$ cat src/hw/dds_regs_pkg.sv
// Constants for the synthesizer control register bank: serial register
// addresses, bit counts, field positions, reset values and divider phases.
// Shared by the design and the verification side.
package dds_regs_pkg;

  // Serial register addresses
  localparam logic [4:0] ADDR_CFR_ONE = 5'h00;
  localparam logic [4:0] ADDR_CFR_TWO = 5'h01;
  localparam logic [4:0] ADDR_ASF = 5'h02;
  localparam logic [4:0] ADDR_ARR = 5'h03;
  localparam logic [4:0] ADDR_FTW = 5'h04;
  localparam logic [4:0] ADDR_POW = 5'h05;

  // Bits carried by each register in a serial frame
  localparam logic [5:0] BITS_CFR_ONE = 6'h20;
  localparam logic [5:0] BITS_CFR_TWO = 6'h18;
  localparam logic [5:0] BITS_ASF = 6'h10;
  localparam logic [5:0] BITS_ARR = 6'h08;
  localparam logic [5:0] BITS_FTW = 6'h20;
  localparam logic [5:0] BITS_POW = 6'h10;
  localparam logic [5:0] BITS_UNMAPPED = 6'h08;
  localparam logic [5:0] BITS_INSTR = 6'h08;

  // Instruction byte layout
  localparam int INSTR_READ = 7;
  localparam int INSTR_ADDR_HI = 4;

  // Control function one fields
  localparam int C1_LOAD_RAMP_AT_UPD = 26;
  localparam int C1_KEY_EN = 25;
  localparam int C1_KEY_AUTO = 24;
  localparam int C1_AUTO_SYNC = 23;
  localparam int C1_SW_SYNC = 22;
  localparam int C1_AUTOCLR_ACC = 13;
  localparam int C1_SINE_SEL = 12;
  localparam int C1_CLR_ACC = 10;
  localparam int C1_SDIO_IN_ONLY = 9;
  localparam int C1_LSB_FIRST = 8;
  localparam int C1_DIG_PD = 7;
  localparam int C1_DAC_PD = 5;
  localparam int C1_CLKIN_PD = 4;
  localparam int C1_EXT_PD_FULL = 3;
  localparam int C1_SYNC_OUT_DIS = 1;

  // Control function two fields
  localparam int C2_HS_SYNC = 11;
  localparam int C2_HW_SYNC = 10;
  localparam int C2_XTAL_OUT = 9;
  localparam int C2_MUL_HI = 7;
  localparam int C2_MUL_LO = 3;
  localparam int C2_VCO_HIGH = 2;
  localparam int C2_CP_HI = 1;

  // Amplitude scale factor fields
  localparam int ASF_STEP_HI = 15;
  localparam int ASF_STEP_LO = 14;
  localparam int ASF_SCALE_HI = 13;

  // Phase path widths
  localparam int PHASE_W = 14;
  localparam int ACC_W = 32;

  // Reference multiplier legal range
  localparam logic [4:0] MUL_MIN = 5'h04;
  localparam logic [4:0] MUL_MAX = 5'h14;

  // Reset values
  localparam logic [31:0] RST_CFR_ONE = 32'h0000_0000;
  localparam logic [23:0] RST_CFR_TWO = 24'h18_0000;
  localparam logic [15:0] RST_ASF = 16'h0000;
  localparam logic [7:0] RST_ARR = 8'h00;
  localparam logic [31:0] RST_FTW = 32'h0000_0000;
  localparam logic [13:0] RST_POW = 14'h0000;

  // Sync clock divider (system clock divided by four), ramp timeout and full scale
  localparam logic [1:0] DIV_RISE = 2'h0;
  localparam logic [1:0] DIV_STEP = 2'h1;
  localparam logic [1:0] DIV_REF_ADV = 2'h2;
  localparam logic [7:0] RAMP_TIMEOUT = 8'h01;
  localparam logic [13:0] SCALE_FULL = 14'h3FFF;

  typedef enum logic [2:0]
  {
    SP_IDLE = 3'b001,
    SP_INSTR = 3'b010,
    SP_DATA = 3'b100
  } sp_state_e;

endpackage
$ cat src/hw/dds_control_register_bank.sv
// Control register bank of a direct digital synthesizer core, with its
// serial port, update transfer, sync clock divider, keying ramp and
// phase accumulator. All pins but the async reset i_nrst are taken as synchronous to i_ref_clk,
// which is the system clock; serial clock edges are found by sampling.
`timescale 1ns/100ps

module dds_control_register_bank
  import dds_regs_pkg::*;
(
  input wire logic i_ref_clk,
  input wire logic i_nrst,
  input wire logic i_sclk,
  input wire logic i_cs_n,
  input wire logic i_sdio,
  output logic o_sdio,
  output logic o_sdio_oe_n,
  output logic o_sdo,
  input wire logic i_io_update,
  input wire logic i_sync_in,
  input wire logic i_shaped_keying,
  input wire logic i_external_powerdown_pin,
  output logic o_sync_clk,
  output logic [PHASE_W-1:0] o_phase,
  output logic o_sine_sel,
  output logic [ASF_SCALE_HI:0] o_scale,
  output logic o_scale_bypass,
  output logic o_dac_pd,
  output logic o_clk_in_pd,
  output logic o_pll_pd,
  output logic o_digital_halt,
  output logic o_high_speed_sync,
  output logic o_crystal_out_en,
  output logic [C2_MUL_HI-C2_MUL_LO:0] o_ref_mult,
  output logic o_pll_bypass,
  output logic o_vco_high,
  output logic [C2_CP_HI:0] o_cp_current
);

  // ----------------------------------------------------------------
  // Register storage: buffers written by the port, active copies
  // ----------------------------------------------------------------
  logic [31:0] buf_control_function_one_q;
  logic [23:0] buf_control_function_two_q;
  logic [15:0] buf_asf_q;
  logic [7:0] buf_arr_q;
  logic [31:0] buf_ftw_q;
  logic [13:0] buf_pow_q;
  logic [31:0] control_function_one_q;
  logic [23:0] control_function_two_q;
  logic [15:0] asf_q;
  logic [7:0] arr_q;
  logic [31:0] ftw_q;
  logic [13:0] pow_q;

  // ----------------------------------------------------------------
  // Serial port
  // ----------------------------------------------------------------
  sp_state_e sp_q;
  logic sclk_q;
  logic [31:0] sr_q;
  logic [5:0] cnt_q;
  logic [5:0] nbits_q;
  logic rd_q;
  logic [4:0] addr_q;
  logic [31:0] rd_word_q;
  logic sclk_rise;
  logic sclk_fall;
  logic lsb_first;
  logic [31:0] sr_d;
  logic [31:0] word_in;
  logic [31:0] rd_mux;
  logic [5:0] nbits_mux;
  logic [7:0] instr_in;
  logic wr_done;
  logic [5:0] out_idx;

  assign sclk_rise = i_sclk & ~sclk_q;
  assign sclk_fall = ~i_sclk & sclk_q;
  // bit order from the written control bit
  assign lsb_first = buf_control_function_one_q[C1_LSB_FIRST];
  assign sr_d = lsb_first ? {i_sdio, sr_q[31:1]} : {sr_q[30:0], i_sdio};
  // LSB-first frames collect from the top and need right alignment
  assign word_in = lsb_first ? (sr_d >> (6'd32 - (cnt_q + 6'd1))) : sr_d;
  assign instr_in = word_in[7:0];
  assign wr_done = (sp_q == SP_DATA) && sclk_rise && !rd_q && (cnt_q + 6'd1 == nbits_q);
  assign out_idx = lsb_first ? cnt_q : (nbits_q - 6'd1 - cnt_q);

  always_comb
  begin
    rd_mux = 32'h0000_0000;
    nbits_mux = BITS_UNMAPPED;
    unique case (instr_in[INSTR_ADDR_HI:0])
      ADDR_CFR_ONE:
      begin
        rd_mux = buf_control_function_one_q;
        nbits_mux = BITS_CFR_ONE;
      end
      ADDR_CFR_TWO:
      begin
        rd_mux = {8'h00, buf_control_function_two_q};
        nbits_mux = BITS_CFR_TWO;
      end
      ADDR_ASF:
      begin
        rd_mux = {16'h0000, buf_asf_q};
        nbits_mux = BITS_ASF;
      end
      ADDR_ARR:
      begin
        rd_mux = {24'h00_0000, buf_arr_q};
        nbits_mux = BITS_ARR;
      end
      ADDR_FTW:
      begin
        rd_mux = buf_ftw_q;
        nbits_mux = BITS_FTW;
      end
      ADDR_POW:
      begin
        rd_mux = {18'h0_0000, buf_pow_q};
        nbits_mux = BITS_POW;
      end
      default:
      begin
        rd_mux = 32'h0000_0000;
        nbits_mux = BITS_UNMAPPED;
      end
    endcase
  end

  always_ff @(posedge i_ref_clk or negedge i_nrst)
  begin
    if (!i_nrst)
    begin
      sp_q <= SP_IDLE;
      sclk_q <= 1'b0;
      sr_q <= 32'h0000_0000;
      cnt_q <= 6'h00;
      nbits_q <= BITS_UNMAPPED;
      rd_q <= 1'b0;
      addr_q <= 5'h00;
      rd_word_q <= 32'h0000_0000;
    end
    else
    begin
      sclk_q <= i_sclk;
      if (i_cs_n)
      begin
        sp_q <= SP_IDLE;
        cnt_q <= 6'h00;
        rd_q <= 1'b0;
      end
      else
      begin
        unique case (sp_q)
          SP_IDLE:
          begin
            sp_q <= SP_INSTR;
            cnt_q <= 6'h00;
            sr_q <= 32'h0000_0000;
          end
          SP_INSTR:
          begin
            if (sclk_rise)
            begin
              sr_q <= sr_d;
              cnt_q <= cnt_q + 6'd1;
              if (cnt_q + 6'd1 == BITS_INSTR)
              begin
                sp_q <= SP_DATA;
                cnt_q <= 6'h00;
                sr_q <= 32'h0000_0000;
                rd_q <= instr_in[INSTR_READ];
                addr_q <= instr_in[INSTR_ADDR_HI:0];
                nbits_q <= nbits_mux;
                rd_word_q <= rd_mux;
              end
            end
          end
          SP_DATA:
          begin
            if (rd_q ? sclk_fall : sclk_rise)
            begin
              sr_q <= sr_d;
              cnt_q <= cnt_q + 6'd1;
              // Back-to-back instruction after each complete word
              if (cnt_q + 6'd1 == nbits_q)
              begin
                sp_q <= SP_INSTR;
                cnt_q <= 6'h00;
                sr_q <= 32'h0000_0000;
                rd_q <= 1'b0;
              end
            end
          end
        endcase
      end
    end
  end

  // two-wire turns the data pin round, three-wire uses the out pin
  always_ff @(posedge i_ref_clk or negedge i_nrst)
  begin
    if (!i_nrst)
    begin
      o_sdio <= 1'b0;
      o_sdio_oe_n <= 1'b1;
      o_sdo <= 1'b0;
    end
    else
    begin
      o_sdio <= rd_word_q[out_idx[4:0]];
      o_sdo <= rd_word_q[out_idx[4:0]];
      o_sdio_oe_n <= !(rd_q && (sp_q == SP_DATA) && !i_cs_n &&
                       !buf_control_function_one_q[C1_SDIO_IN_ONLY]);
    end
  end

  // ----------------------------------------------------------------
  // Sync clock divider and alignment
  // ----------------------------------------------------------------
  logic [1:0] div_q;
  logic sync_in_q;
  logic sync_in_rise;
  logic sync_rise;
  logic upd_seen_q;
  logic upd_tick;
  logic sw_sync_go;

  assign sync_in_rise = i_sync_in & ~sync_in_q;
  assign sync_rise = (div_q == DIV_RISE);
  // update pin sampled at sync clock rise, one transfer per edge
  assign upd_tick = sync_rise & i_io_update & ~upd_seen_q;
  assign sw_sync_go = control_function_one_q[C1_SW_SYNC];

  always_ff @(posedge i_ref_clk or negedge i_nrst)
  begin
    if (!i_nrst)
    begin
      div_q <= DIV_RISE;
      sync_in_q <= 1'b0;
      upd_seen_q <= 1'b0;
    end
    else
    begin
      sync_in_q <= i_sync_in;
      if (sync_rise)
        upd_seen_q <= i_io_update;
      // automatic alignment restarts the divider at the sync input
      if (control_function_one_q[C1_AUTO_SYNC] && sync_in_rise)
        div_q <= DIV_RISE;
      // hardware sync slips one reference period per sync input rise
      else if (control_function_two_q[C2_HW_SYNC] && sync_in_rise)
        div_q <= div_q + DIV_REF_ADV;
      // software sync brings the next rising edge forward
      else if (sw_sync_go)
        div_q <= DIV_RISE;
      // free divide-by-four of the system clock
      else
        div_q <= div_q + DIV_STEP;
    end
  end

  always_ff @(posedge i_ref_clk or negedge i_nrst)
  begin
    if (!i_nrst)
      o_sync_clk <= 1'b0;
    else
      o_sync_clk <= ~div_q[1] & ~control_function_one_q[C1_SYNC_OUT_DIS];
  end

  // ----------------------------------------------------------------
  // Buffer writes and update transfer
  // ----------------------------------------------------------------
  always_ff @(posedge i_ref_clk or negedge i_nrst)
  begin
    if (!i_nrst)
    begin
      buf_control_function_one_q <= RST_CFR_ONE;
      buf_control_function_two_q <= RST_CFR_TWO;
      buf_asf_q <= RST_ASF;
      buf_arr_q <= RST_ARR;
      buf_ftw_q <= RST_FTW;
      buf_pow_q <= RST_POW;
    end
    else
    begin
      // self-clear after the advance; a fresh write wins
      if (sw_sync_go)
        buf_control_function_one_q[C1_SW_SYNC] <= 1'b0;
      if (wr_done)
      begin
        unique case (addr_q)
          ADDR_CFR_ONE: buf_control_function_one_q <= word_in;
          ADDR_CFR_TWO: buf_control_function_two_q <= word_in[23:0];
          ADDR_ASF: buf_asf_q <= word_in[15:0];
          ADDR_ARR: buf_arr_q <= word_in[7:0];
          ADDR_FTW: buf_ftw_q <= word_in;
          ADDR_POW: buf_pow_q <= word_in[13:0];
          default: buf_pow_q <= buf_pow_q;
        endcase
      end
    end
  end

  // new values, tuning word included, act after an update; C1_LSB_FIRST and C1_SDIO_IN_ONLY act on write
  always_ff @(posedge i_ref_clk or negedge i_nrst)
  begin
    if (!i_nrst)
    begin
      control_function_one_q <= RST_CFR_ONE;
      control_function_two_q <= RST_CFR_TWO;
      asf_q <= RST_ASF;
      arr_q <= RST_ARR;
      ftw_q <= RST_FTW;
      pow_q <= RST_POW;
    end
    else if (upd_tick)
    begin
      control_function_one_q <= buf_control_function_one_q;
      control_function_two_q <= buf_control_function_two_q;
      asf_q <= buf_asf_q;
      arr_q <= buf_arr_q;
      ftw_q <= buf_ftw_q;
      pow_q <= buf_pow_q;
    end
    else if (sw_sync_go)
      control_function_one_q[C1_SW_SYNC] <= 1'b0;
  end

  // ----------------------------------------------------------------
  // Power-down decode
  // ----------------------------------------------------------------
  logic ext_pd;
  logic ext_full;
  logic halt;

  assign ext_pd = i_external_powerdown_pin;
  assign ext_full = ext_pd & control_function_one_q[C1_EXT_PD_FULL];
  // digital suspend leaves the serial port running
  assign halt = control_function_one_q[C1_DIG_PD] | ext_pd;

  always_ff @(posedge i_ref_clk or negedge i_nrst)
  begin
    if (!i_nrst)
    begin
      o_dac_pd <= 1'b0;
      o_clk_in_pd <= 1'b0;
      o_pll_pd <= 1'b0;
      o_digital_halt <= 1'b0;
    end
    else
    begin
      // full mode also drops the loop, converter and clock input
      o_dac_pd <= control_function_one_q[C1_DAC_PD] | ext_full;
      o_clk_in_pd <= control_function_one_q[C1_CLKIN_PD] | ext_full;
      o_pll_pd <= ext_full;
      o_digital_halt <= halt;
    end
  end

  // ----------------------------------------------------------------
  // Analog settings
  // ----------------------------------------------------------------
  logic [C2_MUL_HI-C2_MUL_LO:0] mul;

  assign mul = control_function_two_q[C2_MUL_HI:C2_MUL_LO];

  always_ff @(posedge i_ref_clk or negedge i_nrst)
  begin
    if (!i_nrst)
    begin
      o_ref_mult <= RST_CFR_TWO[C2_MUL_HI:C2_MUL_LO];
      o_pll_bypass <= 1'b1;
      o_vco_high <= 1'b0;
      o_cp_current <= RST_CFR_TWO[C2_CP_HI:0];
      o_high_speed_sync <= 1'b0;
      o_crystal_out_en <= 1'b0;
    end
    else
    begin
      o_ref_mult <= mul;
      o_pll_bypass <= (mul < MUL_MIN) || (mul > MUL_MAX);
      // range bit and charge pump step straight through
      o_vco_high <= control_function_two_q[C2_VCO_HIGH];
      o_cp_current <= control_function_two_q[C2_CP_HI:0];
      o_high_speed_sync <= control_function_two_q[C2_HS_SYNC];
      o_crystal_out_en <= control_function_two_q[C2_XTAL_OUT];
    end
  end

  // ----------------------------------------------------------------
  // Phase accumulator and offset
  // ----------------------------------------------------------------
  logic [ACC_W-1:0] acc_q;
  logic autoclr_q;

  // one-cycle clear flagged by an update with auto-clear set
  always_ff @(posedge i_ref_clk or negedge i_nrst)
  begin
    if (!i_nrst)
      autoclr_q <= 1'b0;
    else
      autoclr_q <= upd_tick & buf_control_function_one_q[C1_AUTOCLR_ACC];
  end

  always_ff @(posedge i_ref_clk or negedge i_nrst)
  begin
    if (!i_nrst)
      acc_q <= '0;
    // held at zero while the clear bit stands
    else if (control_function_one_q[C1_CLR_ACC] || autoclr_q)
      acc_q <= '0;
    else if (!halt)
      acc_q <= acc_q + ftw_q;
  end

  always_ff @(posedge i_ref_clk or negedge i_nrst)
  begin
    if (!i_nrst)
    begin
      o_phase <= '0;
      o_sine_sel <= 1'b0;
    end
    else
    begin
      // offset in units of a full turn over two to the fourteenth
      o_phase <= acc_q[ACC_W-1 -: PHASE_W] + pow_q;
      o_sine_sel <= control_function_one_q[C1_SINE_SEL];
    end
  end

  // ----------------------------------------------------------------
  // Shaped keying ramp
  // ----------------------------------------------------------------
  logic [7:0] ramp_tmr_q;
  logic [13:0] ramp_q;
  logic key_q;
  logic auto_q;
  logic auto_mode;
  logic tmr_out;
  logic tmr_load;
  logic [13:0] step;
  logic [13:0] ceil;

  assign auto_mode = control_function_one_q[C1_KEY_EN] & control_function_one_q[C1_KEY_AUTO];
  assign tmr_out = (ramp_tmr_q <= RAMP_TIMEOUT);
  // forced reloads: update if enabled, pin change, entering auto
  assign tmr_load = tmr_out || (upd_tick && buf_control_function_one_q[C1_LOAD_RAMP_AT_UPD]) ||
                    (i_shaped_keying != key_q) || (auto_mode && !auto_q);
  // top bits pick step 1, 2, 4 or 8; low field is the ceiling
  assign step = 14'h0001 << asf_q[ASF_STEP_HI:ASF_STEP_LO];
  assign ceil = asf_q[ASF_SCALE_HI:0];

  always_ff @(posedge i_ref_clk or negedge i_nrst)
  begin
    if (!i_nrst)
    begin
      ramp_tmr_q <= RST_ARR;
      key_q <= 1'b0;
      auto_q <= 1'b0;
    end
    else
    begin
      key_q <= i_shaped_keying;
      auto_q <= auto_mode;
      // reload interval from the ramp rate register
      if (tmr_load)
        ramp_tmr_q <= arr_q;
      else if (auto_mode && !halt)
        ramp_tmr_q <= ramp_tmr_q - RAMP_TIMEOUT;
    end
  end

  always_ff @(posedge i_ref_clk or negedge i_nrst)
  begin
    if (!i_nrst)
      ramp_q <= '0;
    else if (!auto_mode)
      ramp_q <= '0;
    // pin high ramps up, low ramps down, on each timeout
    else if (tmr_out && !halt)
    begin
      // clamp at both ends, never wrap
      if (i_shaped_keying)
        ramp_q <= (ramp_q >= ceil || ceil - ramp_q < step) ? ceil : ramp_q + step;
      else
        ramp_q <= (ramp_q < step) ? 14'h0000 : ramp_q - step;
    end
  end

  always_ff @(posedge i_ref_clk or negedge i_nrst)
  begin
    if (!i_nrst)
    begin
      o_scale <= SCALE_FULL;
      o_scale_bypass <= 1'b1;
    end
    else
    begin
      o_scale_bypass <= ~control_function_one_q[C1_KEY_EN];
      if (!control_function_one_q[C1_KEY_EN])
        o_scale <= SCALE_FULL;
      else if (auto_mode)
        o_scale <= ramp_q;
      // manual mode uses the programmed scale
      else
        o_scale <= ceil;
    end
  end

endmodule

$ cat config.mk
export PLATFORM = sky130hd
export DESIGN_NAME = dds_control_register_bank
export DESIGN_NICKNAME = d
export VERILOG_FILES = /design/src/hw/dds_regs_pkg.sv /design/src/hw/dds_control_register_bank.sv
export SDC_FILE = /design/constraint.sdc
export NUM_CORES = 1
export LEC_CHECK = 0
export ABC_AREA = 1
export BUFFER_PORTS_ARGS = -buffer_cell sky130_fd_sc_hd__buf_2
export CAP_MARGIN = 30
export CORE_UTILIZATION = 30
export CTS_CLUSTER_DIAMETER = 40
export DETAILED_ROUTE_END_ITERATION = 7
export PLACE_DENSITY_LB_ADDON = 0.12
export SLEW_MARGIN = 25
export SYNTH_ARGS = -nofsm -noshare
export SYNTH_HDL_FRONTEND = slang
export SYNTH_SLANG_ARGS = --single-unit
export TNS_END_PERCENT = 50
$ cat constraint.sdc
create_clock -name i_ref_clk -period 3.45 [get_ports i_ref_clk]
set_input_delay 0.1725 -clock i_ref_clk [delete_from_list [all_inputs] [get_ports i_ref_clk]]
set_output_delay 0.1725 -clock i_ref_clk [all_outputs]
set_load 0.02 [all_outputs]
Word-level counts from Yosys, hierarchy flattened
Cells that the tools add are included.
{ "classes": {"addsub": 12, "magnitude_cmp": 7, "n_eq_ne": 24, "shifts": 2, "mux": 49, "n_bitwise": 20, "reduce_logical": 42} }
{ "ops": {"columns": ["op", "count"], "rows": [
  ["32-bit two-way mux", 8],
  ["32-bit case mux with 6 select lines", 1],
  ["14-bit two-way mux", 7],
  ["32-bit case mux with 3 select lines", 1],
  ["23-bit two-way mux", 2],
  ["6-bit case mux with 3 select lines", 2],
  ["32-bit adder", 1],
  ["32-bit by 6-bit right shift with 32-bit output", 1],
  ["6-bit two-way mux", 5],
  ["14-bit adder", 2],
  ["14-bit less-than comparator", 2],
  ["14-bit subtractor", 2],
  ["5-bit by 2-bit == test with 1-bit output, second input constant", 4],
  ["5-bit by 3-bit == test with 1-bit output, second input constant", 4],
  ["8-bit two-way mux", 2],
  ["3-bit two-way mux", 5],
  ["14-bit >= comparator", 1],
  ["2-bit AND reduction", 7],
  ["1-bit by 2-bit << shifter with 14-bit output, first input constant", 1],
  ["1-bit logical AND", 12],
  ["3-bit != test, second input constant", 4],
  ["5-bit by 1-bit == test with 1-bit output, second input constant", 2],
  ["5-bit zero test", 2],
  ["1-bit bitwise AND", 9],
  ["36 further kinds", 69]
]} }
{ "word_totals": {"ff_bits": 429, "inputBits": 9, "output_inout_bits": 49, "elab_cells": 204} }

Logic depth before layout (Yosys ltp)
Gate-level depths: netlist of the first run.
{ "logic_depth": {"word_depth": 8, "depth_mapped": 22, "ltp_nobuf": 21} }

Worst setup path after synthesis of the first run
Ideal clock, no wire load.
{ "synth_timing": {"kind": "flip-flop to flip-flop", "from": "reg asf_q[14]", "to": "reg ramp_q[7]", "setup_ps": 116, "t_arrival_ps": 2673, "required_time_ps": 3334, "setup_slack_ps": 661, "path_stages_with_launch": 18, "n_path_buf": 0, "period_less_slack_ps": 2789, "cell_sequence": "dfrtp_1 > nor2_1 > ha_1 > inv_1 > fa_1 > nand2_1 > a21oi_1 > nor4_1 > nand3_1 > nor2_1 > nand2_1 > nor2_1 > nand2_1 > inv_1 > nor2_1 > o21a_1 > nand2_1 > nand2_1"} }
{ "synth_between": {"elab_chain_len": 7, "elab_cells_between_ends": 11, "cone_classes": "add/sub (2); order compare (2); shift (1); mux (5); reduce/logical (1)"} }
{ "synth_rtl": {"columns": ["item", "line", "source"], "rows": [
  ["start, declared", "dds_control_register_bank.sv:50", "logic [15:0] asf_q;"],
  ["start signal, assigned", "dds_control_register_bank.sv:322", "asf_q <= buf_asf_q;"],
  ["1-bit by 2-bit << shifter with 14-bit output *", "dds_control_register_bank.sv:452", "assign step = 14'h0001 << asf_q[ASF_STEP_HI:ASF_STEP_LO];"],
  ["14-bit less-than comparator", "dds_control_register_bank.sv:486", "ramp_q <= (ramp_q >= ceil || ceil - ramp_q < step) ? ceil : ramp_q + step;"],
  ["1-bit logical OR", "dds_control_register_bank.sv:486", null],
  ["14-bit two-way mux", "dds_control_register_bank.sv:486", null],
  ["14-bit two-way mux *", "dds_control_register_bank.sv:485", "if (i_shaped_keying)"],
  ["14-bit two-way mux *", "dds_control_register_bank.sv:482", "else if (tmr_out && !halt)"],
  ["14-bit two-way mux *", "dds_control_register_bank.sv:479", "else if (!auto_mode)"],
  ["end signal, assigned", "dds_control_register_bank.sv:486", null],
  ["end signal, assigned", "dds_control_register_bank.sv:488", "ramp_q <= (ramp_q < step) ? 14'h0000 : ramp_q - step;"],
  ["end, declared", "dds_control_register_bank.sv:437", "logic [13:0] ramp_q;"]
]} }
Every way passes the cells marked *; elsewhere a longest branch is shown, timed or not. The select of a mux whose other input is x is not followed.
A chain may end at the register's enable or synchronous reset.

Final worst setup path of the first run
{ "layout_timing": {"from": "reg cnt_q[0]", "to": "reg rd_word_q[18]"} }
{ "layout_between": {"elab_chain_len": 6, "elab_cells_between_ends": 13, "cone_classes": "add/sub (2); eq/ne (6); shift (1); mux (2); reduce/logical (2)"} }
{ "layout_rtl": {"columns": ["item", "line", "source"], "rows": [
  ["start, declared", "dds_control_register_bank.sv:61", "logic [5:0] cnt_q;"],
  ["start signal, assigned", "dds_control_register_bank.sv:167", "cnt_q <= cnt_q + 6'd1;"],
  ["start signal, assigned", "dds_control_register_bank.sv:185", "cnt_q <= cnt_q + 6'd1;"],
  ["6-bit by 1-bit adder with 6-bit output *", "dds_control_register_bank.sv:83, dds_control_register_bank.sv:168", null],
  ["6-bit subtractor", "dds_control_register_bank.sv:83", "assign word_in = lsb_first ? (sr_d >> (6'd32 - (cnt_q + 6'd1))) : sr_d;"],
  ["32-bit by 6-bit right shift with 32-bit output", "dds_control_register_bank.sv:83", null],
  ["32-bit two-way mux", "dds_control_register_bank.sv:83", null],
  ["5-bit by 3-bit == test with 1-bit output, or another cell as far along", "dds_control_register_bank.sv:92", "unique case (instr_in[INSTR_ADDR_HI:0])"],
  ["32-bit case mux with 6 select lines", "dds_control_register_bank.sv:92", null],
  ["end signal, assigned", "dds_control_register_bank.sv:176", "rd_word_q <= rd_mux;"],
  ["end, declared", "dds_control_register_bank.sv:65", "logic [31:0] rd_word_q;"]
]} }
Every way passes the cells marked *; elsewhere a longest branch is shown, timed or not.

==> reports/results.ini, run 1 <==
[timing]
timing.final.max_slew_violations = 0
final.hold.worst_slack_ns = 0.1531
final.setup.tns_ns = 0
finalCritPeriodShare_pct = 93.55
period_needed_ns = 3.228
timing.max_slew.rel_slack_pct = 41.07
grt_setup_unrepaired = false
endpoints_failing_setup = 0
worst_pin_slew_ns = 0.8818
maxClockFrequency_mhz = 309.8
fin_skew_ns = 0.03222
finalHoldViolations = 0

[job]
maxCapViolCount = 0

[clock_network]
cts.root.buffer_cell = sky130_fd_sc_hd__clkbuf_16
worst_setup_hold_path_clk_slew_ns = 0.04
tritoncts = yes
h-tree-depth = 3
clock_latency_late_sink_ns = 0.62
tritoncts.num_buffers = 84
numClockSinks = 410
ctsLongestPathBuffers = 3

[floorplanning]
ports = 58
die_h_um = 279.8
die_width_um = 279.8
design.die.area_um2 = 78300
starting_density_of_the_core_pct = 30.39
num_rows = 101
fp.coreArea_um2 = 76200

[route]
detailroute.via_count = 20930
totalWireLength_um = 78150
detail-route-antenna-nets = 0
drt_drc_violations_left = 0
first_iter_violations = 1460
route.detailed.wl_per_inst_um = 18.44
vias_per_cell = 4.939
dr.pass1.iters = 6

[critical_path]
critPathRequiredTime_ns = 3.97
critical_path_peak_fanout = 29
setup.worst_path.end_class = flop
arrival_ns = 3.75
criticalPathCategory = flop to flop
critPathLaunchType = flop

[placed_design]
port-buffer-count = 57
place_hpwl_um = 58020
dp.cells = 4069
dpl-instance-area_um2 = 24900
final_replace_weighted_congestion = 0.8812

[logic_synthesis]
simple_gate_share_of_the_synthesized_area_pct = 28.49
synth_top_family_by_area = simple AND/OR/NAND/NOR gates
synth_sequential_area_ratio_pct = 44.42
postSynth.asyncResetShare_pct = 100.0
synth-compound-area-share_pct = 13.61
ys.warnings.count = 0
register_bit_total_from_synthesis = 410
post_synth_instance_area_um2 = 23160
postSynth.topFlopCell = sky130_fd_sc_hd__dfrtp_1
netlist-cell-type-count = 54
synth.avg_cell_area_um2 = 7.628
syn-instance-count = 3036
yosys.area_share.adder_pct = 4.485
post_synth_mux_area_share_pct = 0
synth-xor-area-share_pct = 1.778
synth-edff-count = 0
syn-num-nets = 3125

[global_route]
global_route_overflow = 0
number_of_global_route_vias_before_repair = 21060
number_of_antenna_violations_at_the_first_check_in_global_routing = 0
groute.usage.overall_pct = 20.29
grt_max_degree = 147
grt_first_pass_wirelength_um = 124000

[final_layout]
final_instance_area_um2 = 27960
nFillCells = 7971
finalNetCount = 3224
flow.area_growth_from_synthesis_pct = 20.74
n_antenna_cell = 0
final_cell_count_no_fill = 4237
drive_above_1_share_pct = 11.79
leading_cell_type_in_the_layout_fill_and_taps_excluded = sky130_fd_sc_hd__nand2_1
most_frequent_cells_in_the_layout = sky130_fd_sc_hd__nand2_1 (908), sky130_fd_sc_hd__dfrtp_1 (388), sky130_fd_sc_hd__nand3_1 (326)

[pwr]
ir_worst_vdd_v = 0.0003764
design_power_total_mw = 20.58
power_density_nw_per_um2 = 736.1
static-leakage-power_nw = 13.70

[hold_path]
worst_hold_path_type = input port to async pin

[outcome]
outcome = finished, final reports clean

[cell type report]
cell class	count	area, um2	area share [%]
multi-input cells	2212	11250	40.25
flip-flops and latches	410	10290	36.79
clock buffers	115	2412	8.628
well taps	1030	1289	4.609
repair buffers	143	1132	4.050
inverters	284	1077	3.853
clock inverters	43	506.7	1.812
[worst max-delay path: stages (launching register included)]
cell and delay, ns:
sky130_fd_sc_hd__dfrtp_1 0.38, sky130_fd_sc_hd__ha_1 0.33, sky130_fd_sc_hd__inv_1 0.11, sky130_fd_sc_hd__nand2_1 0.11, sky130_fd_sc_hd__nand2_1 0.18, sky130_fd_sc_hd__buf_8 0.23, sky130_fd_sc_hd__nand3_1 0.16, sky130_fd_sc_hd__nand3_1 0.17
sky130_fd_sc_hd__nand3_1 0.12, sky130_fd_sc_hd__o21ai_1 0.14, sky130_fd_sc_hd__nand2_1 0.12, sky130_fd_sc_hd__nand3_4 0.13, sky130_fd_sc_hd__buf_4 0.19, sky130_fd_sc_hd__nand2_4 0.14, sky130_fd_sc_hd__nor2_8 0.31, sky130_fd_sc_hd__nand2_1 0.09
sky130_fd_sc_hd__nand3_1 0.09, sky130_fd_sc_hd__nand2_1 0.05, sky130_fd_sc_hd__o21ai_1 0.07
[cell usage after synthesis, drive strengths merged (37+ instances only)]
cell	instances	area (um2)
nand3	332	1722
xor2	37	324.1
nand2	922	3513
nand4	56	350.3
dfrtp	389	9734
ha	75	938.4
o21ai	334	1672
inv	282	1061
nor2	148	684.4
buf	46	284.0
a21oi	121	605.6
clkbuf	85	319.1
[per-layer routing]
layer / GRT usage [%] / routed length (um) / vias to the layer above
met3: 3.036 / 3249 / 128
met5: 0 / 0 / -
met2: 33.44 / 36620 / 475
met4: 6.431 / 2334 / 0
met1: 27.24 / 35950 / 10040
li1: - / - / 10280
[power by group]
group | switching, mW | total (mW) | internal, mW
clock network | 2.79 | 8.29 | 5.50
registers | 0.684 | 6.45 | 5.76
logic | 3.85 | 5.84 | 1.99
[what timing repair did]
item | 4_1_cts | 5_1_grt
buffers inserted | 0 | 2
hold endpoints to repair | 83 | 0
hold buffers | 7 | 0
gates resized for setup | 0 | 10
endpoints found under the setup margin | 0 | 45
[flip-flops by register name, summed over array words and instances, names as in the netlist, 16 cells and up]
| signal | count |
|---|---|
| buf_control_function_one_q | 32 |
| buf_control_function_two_q | 24 |
| ftw_q | 32 |
| rd_word_q | 32 |
| acc_q | 32 |
| buf_ftw_q | 32 |
| asf_q | 16 |
| sr_q | 32 |
| buf_asf_q | 16 |
[per-stage QoR]
stage	util, %	worst slack, ns
2_1_floorplan	-	0.6610
3_5_place_dp	32.68	0.1561
6_report	36.69	0.2225
5_1_grt	36.69	0.0007616
3_3_place_gp	32.68	0.1995
4_1_cts	36.60	0.1498
[cell families after synthesis]
family,Yosys count
simple gates,1512
compound gates,572
buf+inv,415
flops,410
fa+ha+maj,80
xor+xnor,47
[worst paths after layout]
check	start	end	slack, ns	depth (start not counted)
max reg2reg	cnt_q[0]	rd_word_q[18]	0.22	18
min	i_nrst	ramp_q[13]	0.15	2
min reg2reg	control_function_two_q[11]	o_high_speed_sync	0.37	0
max	cnt_q[0]	rd_word_q[18]	0.22	18
min in group i_ref_clk	i_sdio	sr_q[31]	0.22	5
max in group asynchronous	i_nrst	buf_control_function_two_q[20]	2.24	3
(Power assumes the default switching activity.)
==> run 2: changes to the inputs <==
Settings changed: MAX_ROUTING_LAYER from default to met4.
==> run 2 against run 1 <==
Effect of this change:
- core utilization is 0.44 points higher
- maximum frequency is 1.1% higher
- sequential share of layout area is 0.43 points lower
- critical path type unchanged
==> reports/results.ini, run 2 (synthesized netlist as in run 1, its figures left out) <==
[outcome]
outcome = finished, final reports clean

[route]
detailroute.via_count = 20850
route.detailed.wl_per_inst_um = 18.63
dr.pass1.iters = 5
totalWireLength_um = 79200
drt_drc_violations_left = 0
vias_per_cell = 4.905
first_iter_violations = 1467
detail-route-antenna-nets = 0

[critical_path]
timing.critical_path.cells = buf_4 -> ha_1 -> nand2_1 -> nand2_2 -> nand2_2 -> nand2_4 -> inv_4 -> buf_12 -> nand3_1 -> nand3_1 -> nand2_1 -> nand2_2 -> nand2_1 -> nor2_4 -> nand2_8 -> nor2_4 -> nand3_1 -> nand2_1 -> nor2_1 -> a21boi_1
r2r.worst_path.cells = 20
r2r_path_end = rd_word_q[7]
critPathRequiredTime_ns = 4.00
criticalPathCategory = flop to flop
arrival_ns = 3.75
rr_startpoint = cnt_q[0]
rrSetupSlack_ns = 0.26
worst_path_max_delay_cell = sky130_fd_sc_hd__dfrtp_1
critical_path_peak_fanout = 16
setup.worst_path.end_class = flop
critPathLaunchType = flop
cp_slowest_stage_delay_ns = 0.37
timing.critical_path.mode_cell = sky130_fd_sc_hd__nand2_1

[pwr]
ir_worst_vdd_v = 0.0003351
power_density_nw_per_um2 = 743.3
static-leakage-power_nw = 13.86

[timing]
fin_skew_ns = 0.02850
finalHoldViolations = 0
grt_setup_unrepaired = false
final.hold.worst_slack_ns = 0.1732
period_needed_ns = 3.193
final.setup.tns_ns = 0
maxClockFrequency_mhz = 313.2
finalCritPeriodShare_pct = 92.55
timing.final.max_slew_violations = 0
endpoints_failing_setup = 0
timing.max_slew.rel_slack_pct = 36.44
worst_pin_slew_ns = 0.9499

[clock_network]
clock_latency_late_sink_ns = 0.63
numClockSinks = 410
ctsLongestPathBuffers = 3
h-tree-depth = 3
cts.root.buffer_cell = sky130_fd_sc_hd__clkbuf_16
worst_setup_hold_path_clk_slew_ns = 0.05
tritoncts = yes
tritoncts.num_buffers = 87

[global_route]
groute.usage.overall_pct = 20.97
grt_max_degree = 147
number_of_global_route_vias_before_repair = 20950
number_of_antenna_violations_at_the_first_check_in_global_routing = 0
grt_first_pass_wirelength_um = 123800
global_route_overflow = 0

[final_layout]
finalNetCount = 3236
drive_above_1_share_pct = 12.27
most_frequent_cells_in_the_layout = sky130_fd_sc_hd__nand2_1 (906), sky130_fd_sc_hd__dfrtp_1 (388), sky130_fd_sc_hd__nand3_1 (325)
n_antenna_cell = 0
flow.area_growth_from_synthesis_pct = 22.17
leading_cell_type_in_the_layout_fill_and_taps_excluded = sky130_fd_sc_hd__nand2_1
final_cell_count_no_fill = 4250

[placed_design]
port-buffer-count = 57
final_replace_weighted_congestion = 0.9159
place_hpwl_um = 58280
dp.cells = 4068

[floorplanning]
die_width_um = 279.8
num_rows = 101
design.die.area_um2 = 78300
starting_density_of_the_core_pct = 30.39
fp.coreArea_um2 = 76200
ports = 58
die_h_um = 279.8

[hold_path]
worst_hold_path_type = input port to async pin

[job]
maxCapViolCount = 0

==> run 2: cell count changes in the layout (fill, tap and decap cells not counted), moves of 3 or more <==
| cell | delta |
|---|---|
| sky130_fd_sc_hd__clkbuf_8 | -4 |
| sky130_fd_sc_hd__buf_4 | +3 |
| sky130_fd_sc_hd__inv_2 | -3 |
| sky130_fd_sc_hd__clkbuf_16 | +4 |
| sky130_fd_sc_hd__buf_12 | +4 |
| sky130_fd_sc_hd__inv_6 | +10 |
| sky130_fd_sc_hd__bufinv_16 | +3 |
| sky130_fd_sc_hd__clkbuf_1 | -4 |
==> run 2: report_power, final <==
part | switching [mW] | leakage [nW] | internal (mW)
logic | 3.87 | 7.33 | 2.00
registers | 0.675 | 5.06 | 5.76
clock network | 2.94 | 1.47 | 5.78
total | 7.48 | 13.9 | 13.5
==> run 2: worst max path at each step <==
stage / depth (start not counted) / start / to
after detailed placement: 18 / cnt_q[1] / rd_word_q[7]
after CTS: 18 / cnt_q[1] / rd_word_q[3]
final: 20 / cnt_q[0] / rd_word_q[7]
after global placement: 17 / cnt_q[0] / rd_word_q[8]
after global routing: 18 / ramp_q[3] / ramp_q[4]
after floorplan: 17 / asf_q[14] / ramp_q[7]
==> run 2: per-layer routing <==
layer  part of all wire (%)  track usage [%]  vias up
li1                       -                -    10330
met1                     46            27.16     9966
met2                     47            33.26      410
met4                    3.4            7.790        0
met5                      0                -        -
met3                    3.3            2.944      141
==> run 2: what timing repair did <==
action / in CTS / in global routing
buffers inserted: 0 / 9
hold buffers: 7 / 0
gates resized for setup: 0 / 22
endpoints found under the setup margin: 0 / 48
hold endpoints to repair: 92 / 0
==> run 2: critical path, delay by kind of cell, from the launching register on <==
kind	cells	cell delay, ns
adders and majority gates	1	0.24
buffers and inverters	3	0.42
DFF	1	0.37
AOI/OAI and AO/OA	1	0.12
and+or+nand+nor	15	1.94
==> run 2: stage by stage <==
stage	utilization, %	worst slack, ns	cell area (um2)	power, mW
after floorplan	-	0.6610	23160	10.48
after global placement	32.68	0.1774	24910	12.32
after detailed placement	32.68	0.1051	24910	12.37
after CTS	36.80	0.1035	28040	21.25
after global routing	37.13	0.01535	28290	22.40
final	37.13	0.2570	28290	21.03
==> run 2: layout make-up <==
type / count / area, um2
inverter: 284 / 1092
sequential: 410 / 10290
timing repair buffer: 152 / 1281
clock inverter: 53 / 673.1
tap: 1030 / 1289
fill: 7972 / 47910
clock buffer: 109 / 2392
multi-input combinational: 2212 / 11280
